## src/design/t16cc_map.svh

```systemverilog
// register map, field positions and reset values of the 16-bit timer block
`ifndef T16CC_MAP_SVH
`define T16CC_MAP_SVH
// ---------------------------------------------------------------
// register offsets
// ---------------------------------------------------------------
`define T16CC_WAVE_CTRL 8'h80
`define T16CC_CAPCLK 8'h81
`define T16CC_FORCE 8'h82
`define T16CC_CNT_LO 8'h84
`define T16CC_CNT_HI 8'h85
`define T16CC_CAP_LO 8'h86
`define T16CC_CAP_HI 8'h87
`define T16CC_CMPA_LO 8'h88
`define T16CC_CMPA_HI 8'h89
`define T16CC_CMPB_LO 8'h8A
`define T16CC_CMPB_HI 8'h8B
`define T16CC_MASK 8'h6F
`define T16CC_FLAGS 8'h36
// ---------------------------------------------------------------
// field positions
// ---------------------------------------------------------------
`define T16CC_FILT_BIT 7
`define T16CC_EDGE_BIT 6
`define T16CC_FORCE_A_BIT 7
`define T16CC_FORCE_B_BIT 6
`define T16CC_CAP_BIT 5
`define T16CC_CMPB_BIT 2
`define T16CC_CMPA_BIT 1
`define T16CC_OVF_BIT 0
// ---------------------------------------------------------------
// reset values and counts
// ---------------------------------------------------------------
`define T16CC_RST8 8'h00
`define T16CC_RST16 16'h0000
`define T16CC_MAX 16'hFFFF
`define T16CC_FILT_SAMPLES 4
`endif

```

## src/design/t16cc_pkg.sv

```systemverilog
// types shared by the 16-bit timer block
package t16cc_pkg;
  // waveform mode code
  typedef logic [3:0] t16cc_wgm_type;
  // clock source codes
  typedef enum logic [2:0] {
    T16CC_CS_STOP = 3'b000,
    T16CC_CS_DIV1 = 3'b001,
    T16CC_CS_DIV8 = 3'b010,
    T16CC_CS_DIV64 = 3'b011,
    T16CC_CS_DIV256 = 3'b100,
    T16CC_CS_DIV1024 = 3'b101,
    T16CC_CS_EXT_FALL = 3'b110,
    T16CC_CS_EXT_RISE = 3'b111
  } t16cc_cs_type;
endpackage

```

## src/design/t16cc_top.sv

```systemverilog
// 16-bit timer/counter with capture, compare and flag registers
`timescale 1ns/1ns
`include "t16cc_map.svh"
module t16cc_top
  import t16cc_pkg::*;
#(
  parameter int PRE_W = 10
) (
  // clock, reset, enable
  input wire logic core_clk,
  input wire logic rst,
  input wire logic ce,
  // cpu register port
  input wire logic [7:0] cpu_addr,
  input wire logic [7:0] cpu_wdata,
  input wire logic cpu_we,
  input wire logic cpu_re,
  output logic [7:0] cpu_rdata,
  // pins
  input wire logic capture_input_pin,
  input wire logic external_count_pin,
  output logic waveform_out_a,
  output logic waveform_out_b,
  output logic waveform_oe_a,
  output logic waveform_oe_b,
  // interrupt handshake, index 0 ovf, 1 cmp a, 2 cmp b, 3 capture
  input wire logic global_irq_en,
  input wire logic [3:0] irq_ack,
  output logic [3:0] irq_req
);
  // ---------------------------------------------------------------
  // registers
  // ---------------------------------------------------------------
  logic [3:0] com_r; // compare actions, [3:2] a, [1:0] b
  t16cc_wgm_type wgm_r; // waveform mode
  logic filt_en_r; // capture_noise_filter_en
  logic edge_sel_r; // capture_edge_sel
  t16cc_cs_type cs_r; // clock_source_sel
  logic [15:0] cnt_r; // counter_value
  logic [15:0] ocra_r; // compare_value_a
  logic [15:0] ocrb_r; // compare_value_b
  logic [15:0] icr_r; // capture_value_reg
  logic [7:0] temp_r; // shared high byte latch
  logic [3:0] msk_r; // interrupt enables
  logic [3:0] flg_r; // interrupt flags
  logic blk_r; // compare block after counter write
  logic up_r; // dual slope direction
  logic [PRE_W-1:0] pre_r; // free running divider
  logic [1:0] oc_r; // waveform outputs, [1] a, [0] b
  logic [7:0] rdata_r; // read data

  // ---------------------------------------------------------------
  // mode decode
  // ---------------------------------------------------------------
  logic pwm, phase, icr_top;
  logic [15:0] top;
  always_comb begin
    pwm = !(wgm_r inside {4'd0, 4'd4, 4'd12, 4'd13});
    phase = wgm_r inside {4'd1, 4'd2, 4'd3, 4'd8, 4'd9, 4'd10, 4'd11};
    icr_top = wgm_r inside {4'd8, 4'd10, 4'd12, 4'd14};
    unique case (wgm_r)
      4'd1, 4'd5: top = 16'h00FF;
      4'd2, 4'd6: top = 16'h01FF;
      4'd3, 4'd7: top = 16'h03FF;
      4'd4, 4'd9, 4'd11, 4'd15: top = ocra_r;
      4'd8, 4'd10, 4'd12, 4'd14: top = icr_r;
      default: top = `T16CC_MAX; // normal and reserved
    endcase
  end
  // ---------------------------------------------------------------
  // input synchronisers and edge detection
  // ---------------------------------------------------------------
  logic [1:0] icp_s, t1_s; // two-flop synchronisers
  logic [2:0] hist_r; // filter history
  logic filt_r, cprev_r, tprev_r, csrc, cap_evt, ext_tick;
  always_ff @(posedge core_clk) begin
    if (rst) begin
      icp_s <= 2'h0;
      t1_s <= 2'h0;
      hist_r <= 3'h0;
      filt_r <= 1'b0;
      cprev_r <= 1'b0;
      tprev_r <= 1'b0;
    end else if (ce) begin
      icp_s <= {icp_s[0], capture_input_pin};
      t1_s <= {t1_s[0], external_count_pin};
      hist_r <= {hist_r[1:0], icp_s[1]};
      if ({hist_r, icp_s[1]} == 4'hF || {hist_r, icp_s[1]} == 4'h0) begin
        filt_r <= icp_s[1];
      end
      cprev_r <= csrc;
      tprev_r <= t1_s[1];
    end
  end
  // filtered source adds four clocks of delay
  assign csrc = filt_en_r ? filt_r : icp_s[1];
  // edge from two consecutive samples
  assign cap_evt = !icr_top && (edge_sel_r ? (csrc && !cprev_r) : (!csrc && cprev_r));
  assign ext_tick = (cs_r == T16CC_CS_EXT_RISE) ? (t1_s[1] && !tprev_r) :
                    (!t1_s[1] && tprev_r);
  // ---------------------------------------------------------------
  // clock selection
  // ---------------------------------------------------------------
  logic [PRE_W-1:0] pmask;
  logic tick;
  always_comb begin
    unique case (cs_r)
      T16CC_CS_DIV8: pmask = PRE_W'(7);
      T16CC_CS_DIV64: pmask = PRE_W'(63);
      T16CC_CS_DIV256: pmask = PRE_W'(255);
      default: pmask = PRE_W'(1023);
    endcase
    unique case (cs_r)
      T16CC_CS_STOP: tick = 1'b0;
      T16CC_CS_DIV1: tick = 1'b1;
      T16CC_CS_EXT_FALL, T16CC_CS_EXT_RISE: tick = ext_tick;
      default: tick = (pre_r & pmask) == pmask;
    endcase
  end
  always_ff @(posedge core_clk) begin
    if (rst) begin
      pre_r <= '0;
    end else if (ce) begin
      pre_r <= pre_r + PRE_W'(1);
    end
  end
  // ---------------------------------------------------------------
  // cpu decode and counter
  // ---------------------------------------------------------------
  logic wr, wr_cnt, frc_a, frc_b;
  assign wr = ce && cpu_we;
  assign wr_cnt = wr && cpu_addr == `T16CC_CNT_LO;
  // strobes act only outside PWM modes
  assign frc_a = wr && cpu_addr == `T16CC_FORCE && cpu_wdata[`T16CC_FORCE_A_BIT] && !pwm;
  assign frc_b = wr && cpu_addr == `T16CC_FORCE && cpu_wdata[`T16CC_FORCE_B_BIT] && !pwm;
  logic at_top, at_bot, m_a, m_b;
  assign at_top = tick && cnt_r == top;
  assign at_bot = tick && cnt_r == 16'h0000;
  assign m_a = tick && !blk_r && cnt_r == ocra_r;
  assign m_b = tick && !blk_r && cnt_r == ocrb_r;
  always_ff @(posedge core_clk) begin
    if (rst) begin
      cnt_r <= `T16CC_RST16;
      blk_r <= 1'b0;
      up_r <= 1'b1;
    end else if (ce) begin
      if (wr_cnt) begin
        cnt_r <= {temp_r, cpu_wdata};
        blk_r <= 1'b1;
      end else if (tick) begin
        blk_r <= 1'b0;
        if (phase) begin // dual slope
          if (up_r && cnt_r >= top) begin
            up_r <= 1'b0;
            cnt_r <= cnt_r - 16'h0001;
          end else if (!up_r && cnt_r == 16'h0000) begin
            up_r <= 1'b1;
            cnt_r <= 16'h0001;
          end else begin
            cnt_r <= up_r ? cnt_r + 16'h0001 : cnt_r - 16'h0001;
          end
        end else if (cnt_r == top) begin // only match clears, never a force
          cnt_r <= `T16CC_RST16;
        end else begin
          cnt_r <= cnt_r + 16'h0001;
        end
      end
    end
  end
  // ---------------------------------------------------------------
  // register writes, shared high byte latch and capture register
  // ---------------------------------------------------------------
  always_ff @(posedge core_clk) begin
    if (rst) begin
      com_r <= 4'h0;
      wgm_r <= 4'h0;
      filt_en_r <= 1'b0;
      edge_sel_r <= 1'b0;
      cs_r <= T16CC_CS_STOP;
      ocra_r <= `T16CC_RST16;
      ocrb_r <= `T16CC_RST16;
      msk_r <= 4'h0;
    end else if (wr) begin
      unique case (cpu_addr)
        `T16CC_WAVE_CTRL: begin
          com_r <= cpu_wdata[7:4];
          wgm_r[1:0] <= cpu_wdata[1:0];
        end
        `T16CC_CAPCLK: begin
          filt_en_r <= cpu_wdata[`T16CC_FILT_BIT];
          edge_sel_r <= cpu_wdata[`T16CC_EDGE_BIT];
          wgm_r[3:2] <= cpu_wdata[4:3];
          cs_r <= t16cc_cs_type'(cpu_wdata[2:0]);
        end
        `T16CC_CMPA_LO: ocra_r <= {temp_r, cpu_wdata};
        `T16CC_CMPB_LO: ocrb_r <= {temp_r, cpu_wdata};
        `T16CC_MASK: msk_r <= {cpu_wdata[5], cpu_wdata[2:0]};
        default: ;
      endcase
    end
  end
  always_ff @(posedge core_clk) begin
    if (rst) begin
      temp_r <= `T16CC_RST8;
    end else if (ce) begin
      if (cpu_we && cpu_addr inside {`T16CC_CNT_HI, `T16CC_CAP_HI,
                                    `T16CC_CMPA_HI, `T16CC_CMPB_HI}) begin
        temp_r <= cpu_wdata;
      end else if (cpu_re && cpu_addr == `T16CC_CNT_LO) begin
        temp_r <= cnt_r[15:8];
      end else if (cpu_re && cpu_addr == `T16CC_CAP_LO) begin
        temp_r <= icr_r[15:8];
      end
    end
  end
  always_ff @(posedge core_clk) begin
    if (rst) begin
      icr_r <= `T16CC_RST16;
    end else if (ce) begin
      if (wr && cpu_addr == `T16CC_CAP_LO) begin
        icr_r <= {temp_r, cpu_wdata};
      end else if (cap_evt) begin
        icr_r <= cnt_r;
      end
    end
  end
  // ---------------------------------------------------------------
  // interrupt flags, set wins over clear
  // ---------------------------------------------------------------
  logic [3:0] fset, fclr;
  logic ovf_set;
  always_comb begin
    if (!pwm) begin
      ovf_set = tick && cnt_r == `T16CC_MAX;
    end else if (phase) begin
      ovf_set = at_bot && !up_r;
    end else begin
      ovf_set = at_top;
    end
  end
  // forces never reach the flags
  assign fset = {icr_top ? at_top : cap_evt, m_b, m_a, ovf_set};
  assign fclr = irq_ack | ((wr && cpu_addr == `T16CC_FLAGS) ?
                {cpu_wdata[5], cpu_wdata[2:0]} : 4'h0);
  for (genvar i = 0; i < 4; i++) begin : g_flag
    always_ff @(posedge core_clk) begin
      if (rst) begin
        flg_r[i] <= 1'b0;
      end else if (ce) begin
        flg_r[i] <= fset[i] || (flg_r[i] && !fclr[i]);
      end
    end
    assign irq_req[i] = global_irq_en && msk_r[i] && flg_r[i];
  end
  // ---------------------------------------------------------------
  // waveform outputs
  // ---------------------------------------------------------------
  for (genvar c = 0; c < 2; c++) begin : g_wave
    logic [1:0] act;
    logic hit, frc;
    assign act = com_r[2*c+1:2*c];
    assign hit = (c == 1) ? m_a : m_b;
    assign frc = (c == 1) ? frc_a : frc_b;
    always_ff @(posedge core_clk) begin
      if (rst) begin
        oc_r[c] <= 1'b0;
      end else if (ce) begin
        if (!pwm && (hit || frc)) begin
          unique case (act)
            2'b01: oc_r[c] <= !oc_r[c];
            2'b10: oc_r[c] <= 1'b0;
            2'b11: oc_r[c] <= 1'b1;
            default: ;
          endcase
        end else if (pwm && act[1] && hit) begin
          oc_r[c] <= phase ? (act[0] ^ !up_r) : act[0];
        end else if (pwm && !phase && act[1] && at_top) begin
          oc_r[c] <= !act[0]; // fast mode restarts at bottom
        end
      end
    end
  end
  assign waveform_out_a = oc_r[1];
  assign waveform_out_b = oc_r[0];
  assign waveform_oe_a = com_r[3:2] != 2'b00;
  assign waveform_oe_b = com_r[1:0] != 2'b00;
  // ---------------------------------------------------------------
  // read path
  // ---------------------------------------------------------------
  logic [7:0] rd;
  always_comb begin
    unique case (cpu_addr)
      `T16CC_WAVE_CTRL: rd = {com_r, 2'b00, wgm_r[1:0]};
      `T16CC_CAPCLK: rd = {filt_en_r, edge_sel_r, 1'b0, wgm_r[3:2], cs_r};
      `T16CC_CNT_LO: rd = cnt_r[7:0];
      `T16CC_CAP_LO: rd = icr_r[7:0];
      `T16CC_CNT_HI, `T16CC_CAP_HI: rd = temp_r;
      `T16CC_CMPA_LO: rd = ocra_r[7:0];
      `T16CC_CMPA_HI: rd = ocra_r[15:8];
      `T16CC_CMPB_LO: rd = ocrb_r[7:0];
      `T16CC_CMPB_HI: rd = ocrb_r[15:8];
      `T16CC_MASK: rd = {2'b00, msk_r[3], 2'b00, msk_r[2:0]};
      `T16CC_FLAGS: rd = {2'b00, flg_r[3], 2'b00, flg_r[2:0]};
      default: rd = 8'h00; // force bits read zero
    endcase
  end
  always_ff @(posedge core_clk) begin
    if (rst) begin
      rdata_r <= `T16CC_RST8;
    end else if (ce && cpu_re) begin
      rdata_r <= rd;
    end
  end
  assign cpu_rdata = rdata_r;
endmodule

```

## config.mk

```make
export PLATFORM = sky130hd
export DESIGN_NAME = t16cc_top
export DESIGN_NICKNAME = d
export VERILOG_FILES = /design/src/design/t16cc_pkg.sv /design/src/design/t16cc_top.sv
export VERILOG_INCLUDE_DIRS = /design/src /design/src/design
export SDC_FILE = /design/constraint.sdc
export NUM_CORES = 1
export LEC_CHECK = 0
export ABC_AREA = 1
export BUFFER_PORTS_ARGS = -buffer_cell sky130_fd_sc_hd__buf_4
export CORE_MARGIN = 5
export CORE_UTILIZATION = 45
export DETAILED_ROUTE_END_ITERATION = 8
export MAX_ROUTING_LAYER = met4
export SYNTH_ARGS = -nofsm -noshare
export SYNTH_HDL_FRONTEND = slang
export SYNTH_SLANG_ARGS = --single-unit
```

## constraint.sdc

```tcl
create_clock -name core_clk -period 3.2 [get_ports core_clk]
set_input_delay 0.48 -clock core_clk [delete_from_list [all_inputs] [get_ports core_clk]]
set_output_delay 0.48 -clock core_clk [all_outputs]
set_load 0.01 [all_outputs]
```

==> summary by stage, run 1 <==
Run status
The flow ran to the end, and the final reports show no timing, DRC or antenna violations.

Setup path
The worst setup path is of the reg -> reg kind. The worst setup path is launched from a flop. The arrival time of the worst setup path is 3.38 ns. STA puts the critical path data required time at between 3 and 4 ns. In this run the worst path has a maximum fanout of 8.

The critical path endpoint category is a flop.

Clock network
The H-tree generated during clock tree synthesis spans 4 levels. The number of CTS-inserted buffers is 17. The register clock-pin slew on the reported worst setup and hold paths is roughly 0.070 ns. After clock tree synthesis, the flow added hold-fix buffers numbering 0. The CTS tree is yes. The clock passes through at most 2 buffers.

The tree built by TritonCTS fans out to about 130 sinks. CTS placed an instance of clkbuf_16 at the clock tree root. Clock latency on the worst-skew pair, taken at its later pin, is 0.43 ns.

GRT
The maximum number of pins on one net before global-route repair is 77. The number of global-route vias before repair is ~9000. The initial antenna violation count is 0. The global-route total usage across every layer is between 30% and 40%. Global routing finished with a remaining overflow of 0.

The first global-routing pass estimated 52100 um of wire.

Synthesis
The number of distinct library cell variants in the gate-level netlist after synthesis is between 50 and 60. The summed instance area of the synthesized netlist is between 0.008 and 0.009 mm2. In the synthesized netlist the dominant register cell turns out to be dfxtp_1. The number of nets produced by synthesis is roughly 1500. The synthesized netlist cell count is around 1400. The top cell type by area accounts for between 20% and 30% of the synthesized area. For this run, the number of Yosys warnings is 0. The cell with the most instances after synthesis is nand2_1. Counting flops and latches in the post-synthesis netlist gives around 130.

Summing the sequential cell areas from Yosys gives 28.2% of the chip area. Each instance of the synthesized netlist takes up on average around 6.2 um2. The commonest cells after synthesis are nand2_1, inv_1, a21oi_1. By area the synthesized netlist is led by dfxtp_1, nand2_1, a21oi_1, inv_1, o21ai_0. The number of enable-type register cells in the synthesized netlist is 0. Of all flip-flops after synthesis, the portion carrying an async set or reset was 0%.

The cell type with the highest aggregate area in the netlist is dfxtp_1.

Drt
The final routed wirelength across all metal layers is around 34000 um. In the routed design, unresolved DRC markers number 0. In this run the remaining antenna-violating nets after routing total 0. After detailed routing, the number of vias per cell comes to approximately 5.7. In the final routed layout, each cell accounts on average for 19.5 um.

The detailed-route via count is between 9000 and 10000. The detailed-router iteration count before antenna repair is 5. The detailed router finished its first iteration with about 980 violations.

Timing
Headroom to the max-slew limit came out at 54.7%. After layout, the worst path uses between 90% and 100% of the clock period. The maximum achievable frequency is ~0.33 GHz. The final hold violation count is 0.

On the final layout, the worst hold slack is 0.276 ns. The final period demand of the worst path is ~3.0 ns. The number of pins exceeding their max-slew limit in the final report is 0. For the pin with the worst max-slew slack, the measured transition is roughly 0.68 ns. On the final layout, the worst clock skew is roughly 0.010 ns. Setup repair after global routing could not meet its margin everywhere. Setup violations remaining at the end of the flow were counted as 0.

Floorplanning
The boundary pin count is 44. The height of the die is between 150 and 200 um. The floorplan step defined a die boundary enclosing approximately 0.023 mm2. The floorplan step defined a core boundary enclosing slightly below 0.02 mm2. The effective utilization at floorplan is between 40% and 50%.

The die boundary width is 150 um. The count of standard-cell rows is 51.

Power and ir drop
The power density over the cells is 385 mW/mm2. The peak supply drop is 345 uV. The overall power after layout is 3910 uW. The cell leakage power is 0.00444 uW.

Placed design
The half-perimeter wire length after placement is about 25000 um. At the end of routability-driven placement, the weighted congestion stood at 0.999. The number of I/O port buffers is between 40 and 50. The area after detailed placement is 0.00940 mm2.

Layout
Compared with the post-synthesis result, the final layout area differs by 14.6%. The layout cell share with drive strength beyond 1 is between 10 and 15%. The count of antenna diodes in the layout is 0. The post-route cell area is between 0.01 and 0.015 mm2. The number of nets in the final layout is between 1500 and 2000.

Min path
The class of the most critical hold timing path is in -> reg.

Job
The tool flagged a number of max-cap violations equal to 0.
## sequential cells by signal (all words and copies together) (netlist names), 8 cells and up
signal and count:
cnt_r 16, ocrb_r 16, icr_r 16, cpu_rdata 8
temp_r 8, ocra_r 16, pre_r 10
## cells in the final DEF (no fill, tap or decap), types with 9 or more instances in the layout
master	Yosys	layout
a21oi_2	7	9
o21ai_1	31	31
o21ai_0	100	99
o211ai_1	10	10
nand2_1	415	414
dfxtp_1	125	123
inv_1	136	134
o22ai_1	28	28
nor2_2	13	14
inv_2	18	19
xor2_1	11	11
nor2_1	122	119
clkbuf_16	0	17
a21oi_1	127	125
a31oi_1	18	18
buf_4	16	80
nor3_1	19	19
nand3_1	76	76
ha_1	23	23
## metal layers
metal | routed length (um) | global-route usage, % | vias to the layer above
li1 | - | - | 4781
met1 | 14400 | 40.4 | 4494
met2 | 15000 | 47.1 | 462
met3 | 3030 | 5.81 | 92
met4 | 1500 | 14.1 | 0
met5 | 0 | - | -
## timing repair
item / in CTS / in global routing
endpoints found under the setup margin: 0 / 19
setup buffers: 0 / 8
gates resized for setup: 0 / 24
## worst max-delay path: stages, from the launching register on
cell and delay [ns]:
dfxtp_4 0.37, inv_2 0.05, a21oi_2 0.17, inv_2 0.06, o21ai_4 0.22, clkinvlp_4 0.23, o22ai_1 0.17, nor2_1 0.07
ha_1 0.28, nand2_1 0.06, nor2_1 0.16, nand2_1 0.07, nand2_1 0.12, nand2_1 0.10, nand2_2 0.11, nand2_4 0.11
buf_8 0.16, buf_4 0.13, o22ai_1 0.14, nand2_1 0.06, a21oi_1 0.12
## worst paths after layout
path,startpoint,to,slack [ns],cells past startpoint
max,wgm_r[1]$_SDFFE_PP0P_,cnt_r[3]$_SDFFE_PP0P_,0.17,20
min,external_count_pin,t1_s[0]$_SDFFE_PP0P_,0.28,3
max reg2reg,wgm_r[1]$_SDFFE_PP0P_,cnt_r[3]$_SDFFE_PP0P_,0.17,20
min reg2reg,cpu_rdata[2]$_SDFFE_PP0P_,cpu_rdata[2]$_SDFFE_PP0P_,0.47,2
## report_power, final
group          switching [uW]  internal (uW)
clock                     881           1190
combinational             156           71.5
sequential               21.7           1580
total                    1060           2850
## cell families after synthesis
family	count (synthesis)	share of synthesized area, %
compound gates	359	23.2
flops	125	28.2
buf+inv	222	11.0
xor+xnor	14	1.38
simple gates	680	32.9
fa+ha+maj	23	3.25
## through the flow
stage	instances	TNS, ns	util [%]	setup slack [ns]
3_3_place_gp	1698	0	48.4	0.175
6_report	1738	0	52.4	0.174
4_1_cts	1730	0	51.6	0.0760
3_5_place_dp	1698	0	48.4	0.0996
5_1_grt	1738	-0.206	52.4	-0.0537
2_1_floorplan	1423	0	-	0.327
## cell type report
type | instances | area [um2]
Clock buffer | 17 | 425
Clock inverter | 15 | 196
Fill cell | 2043 | 9240
Inverter | 158 | 611
Multi-Input combinational cell | 1076 | 5450
Sequential cell | 125 | 2510
Tap cell | 265 | 332
Timing Repair Buffer | 82 | 636
Note: power is estimated with default switching activity, not from simulation.
==> run 2: changes to the inputs <==
- CORE_ASPECT_RATIO: not set -> 1.4
==> run 2 against run 1 <==
First-iteration DRC count is 1.9% higher. Die area grew 0.17%. Core utilization up 0.69 points. Combinational power is essentially flat. Setup slack worse by 0.051 ns. Cell count decreased by 0.23%. Clock skew is 0.0029 ns higher. Worst hold slack is essentially flat. Routed wire length grew 7.6%. Design area up 0.76%. Via count increased by 1.6%. Highest routed layer unchanged.
==> summary by stage, run 2 (synthesis gave the netlist of run 1 again) <==
Run status
The run finished with clean final reports.

Drt
The detailed router's first-iteration violation count is 995. For this run, the detailed router's first-pass iteration total came to 5. After detailed routing, the number of vias per cell comes to between 5 and 6. The detailed-route via count is around 10000.

The count of nets left with antenna violations after detail routing is 0. The final routed wirelength across all metal layers is roughly 36000 um. After detailed routing, the average wire length per cell comes to between 20 and 25 um. The DRC violations left is 0.

Clock network
The clock reaches the later pin of the worst-skew pair after 0.43 ns. In this run the deepest clock path goes through 2 buffers. TritonCTS created 17 clock buffers. For this design, the sink count on the clock tree is ~130. The CTS tree is yes. The H-tree generated during clock tree synthesis spans 4 levels. The number of hold buffers added after CTS was 0. The clock root buffer master is clkbuf_16. Clock-pin slew was measured on the worst setup and hold paths at about 0.07 ns.

Setup path
Data on the critical path is required at its endpoint by ~3.6 ns. The startpoint of the most critical register-to-register path is wgm_r[1]$_SDFFE_PP0P_. The maximum fanout encountered on the critical timing path is 4. The arrival time of the worst setup path is approximately 3.4 ns. By startpoint and endpoint, the worst setup path is classified as reg -> reg. Measured in cells, the most critical reg-to-reg path has a length of 22. The kind of cell with the highest combined delay along the critical path is compound AO/OA/AOI/OAI gates. STA classifies the critical path endpoint as a flop. The register-to-register path setup slack is 0.12 ns. The signal on the critical path passes through inv_1 > a21oi_2 > inv_2 > o21ai_4 > nor2_2 > inv_2 > buf_4 > o22ai_1 > a221oi_2 > ha_1 > inv_1 > nor2_1 > nand3_2 > nor2_4 > buf_4 > nor2_2 > inv_1 > o21ai_0 > inv_1 > nand2_1 > nand2_1 > a21oi_1. The worst register-to-register path ends at cnt_r[4]$_SDFFE_PP0P_.

The maximum cell stage delay along the critical path is between 0.3 and 0.4 ns. The library cell contributing the largest single delay on the critical path is dfxtp_4. The nature of the critical path startpoint is a flop. Together, buffers and inverters on the worst path number 8. The cell repeated most along the worst path is inv_1.

Timing
The final hold violation count was 0. The final number of setup-violating endpoints is 0. Between clock sinks in the finished design, the worst skew comes to roughly 0.013 ns. The maximum achievable frequency is roughly 0.32 GHz. The number of pins exceeding their max-slew limit in the final report is 0. In the finished design, the share of the clock period the worst path needs comes to between 90 and 100%. The final period demand of the worst path is between 3 and 4 ns.

The final worst setup slack is ~0.12 ns. Setup repair after global routing could not meet its margin everywhere. Adding up every negative setup slack in the final design gives 0 ns. The worst pin sits at a relative slew slack of a little under three fifths. For the pin with the worst max-slew slack, the measured transition is 0.667 ns.

Layout
The area occupied by registers is 0.00251 mm2. The repair_antennas step left the layout with diodes totalling 0. Measured on the finished design, the core utilization comes to between 50% and 60%. The area growth from synthesis to layout is 15.5%. The library cells used most frequently in the layout, excluding fill and tap cells, are nand2_1, inv_1, a21oi_1. The net count of the finished layout is roughly 1500.

The filler cells instantiated in the layout total slightly above 2000. The library cell used most frequently in the layout, excluding fill and tap cells, is nand2_1. Cells with a size suffix above 1 make up between 10% and 20% of the layout.

Summing all multi-input logic gate instances after layout gives approximately 0.0055 mm2.

Placed design
The number of I/O port buffers is 43. The worst slack at placement is approximately 0.0031 ns. The congestion estimate from routability-driven global placement came to 1.04. After legalization and detailed placement, the total HPWL measured 27500 um.

Job
Max-cap violations in this run came to 0.

Min path
The terminating pin of the worst hold path is icp_s[0]$_SDFFE_PP0P_. The startpoint of the tightest hold check path is capture_input_pin. The class of the most critical hold timing path is in -> reg. Along the worst hold path, the cell count comes to 3.

Power and ir drop
The overall power after layout is around 4000 uW. The power density over the cells is roughly 400 mW/mm2. Summed over all cells, the static leakage comes to approximately 0.0045 uW. The peak supply drop is about 340 uV.

Floorplanning
After floorplanning, the core was divided into 60 placement rows. The area of the core is ~0.019 mm2. The die boundary width is around 130 um. Once the floorplan was initialized, standard cells occupied a little under half of the core. The floorplan step set the die height to between 150 and 200 um. The overall die area is around 0.023 mm2. The boundary pin count is 44.

GRT
The maximum number of pins on one net before global-route repair is 92. The wire length of the first global-routing pass is around 55000 um. The remaining global-route overflow is 0. Global routing used 32.9% of the available tracks. The initial antenna violation count was 0. The number of global-route vias before repair is about 9000.
-- run 2: cell count changes in the layout (fill, tap and decap cells not counted), sizes merged --
cell,before,now
buf,82,94
bufinv,2,4
clkinvlp,3,1
inv,165,163
clkbuf,17,18
clkinv,3,4
nand2,426,427
-- run 2: worst max path at each step --
stage | startpoint | end | slack, ns | cells past startpoint
2_1_floorplan | wgm_r[0]$_SDFFE_PP0P_ | up_r$_SDFFE_PP1P_ | 0.33 | 20
3_3_place_gp | wgm_r[1]$_SDFFE_PP0P_ | cnt_r[14]$_SDFFE_PP0P_ | 0.04 | 25
3_5_place_dp | wgm_r[1]$_SDFFE_PP0P_ | cnt_r[2]$_SDFFE_PP0P_ | 0.003 | 22
4_1_cts | wgm_r[1]$_SDFFE_PP0P_ | cnt_r[14]$_SDFFE_PP0P_ | 0.03 | 25
5_1_grt | wgm_r[1]$_SDFFE_PP0P_ | waveform_out_b$_SDFFE_PP0P_ | -0.02 | 22
6_report | wgm_r[1]$_SDFFE_PP0P_ | cnt_r[4]$_SDFFE_PP0P_ | 0.12 | 22
-- run 2: layer usage --
metal / vias to the layer above / part of all wire, % / track usage, %
met3: 155 / 6.2 / 5.12
met2: 461 / 48 / 53.1
met5: - / 0 / -
met4: 0 / 7.5 / 20.9
met1: 4565 / 39 / 37.8
li1: 4808 / - / -
-- run 2: final cells by class --
class,count,area share [%]
timing repair buffer,94,7.02
clock inverter,14,2.00
sequential,125,24.5
tap,248,3.03
clock buffer,18,4.19
multi-input combinational,1077,53.4
inverter,158,5.90
-- run 2: worst register-to-register path, cell delays in order, from the launching register on --
cell and delay, ns:
dfxtp_4 0.37, inv_1 0.07, a21oi_2 0.16, inv_2 0.06, o21ai_4 0.18, nor2_2 0.08, inv_2 0.09, buf_4 0.11
o22ai_1 0.09, a221oi_2 0.26, ha_1 0.28, inv_1 0.05, nor2_1 0.05, nand3_2 0.10, nor2_4 0.05, buf_4 0.15
nor2_2 0.16, inv_1 0.14, o21ai_0 0.26, inv_1 0.07, nand2_1 0.07, nand2_1 0.05, a21oi_1 0.11
-- run 2: power breakdown --
group,switching [uW],internal (uW)
clock,837,1320
combinational,156,72.6
sequential,22.9,1580
total,1020,2980
-- run 2: timing repair --
action / in CTS / in global routing
gates resized for setup: 1 / 18
setup endpoints to repair: 7 / 18
pin swaps: 0 / 8
buffers inserted: 0 / 9
cloned: 0 / 1
-- run 2: through the flow --
step,instances,hold WS (ns),instance area (um2)
finish,1734,0.276,10200
global route,1734,0.322,10200
CTS,1724,0.269,10100
detailed placement,1692,0.463,9460
global placement,1692,0.458,9460
floorplan,1423,0.447,8860
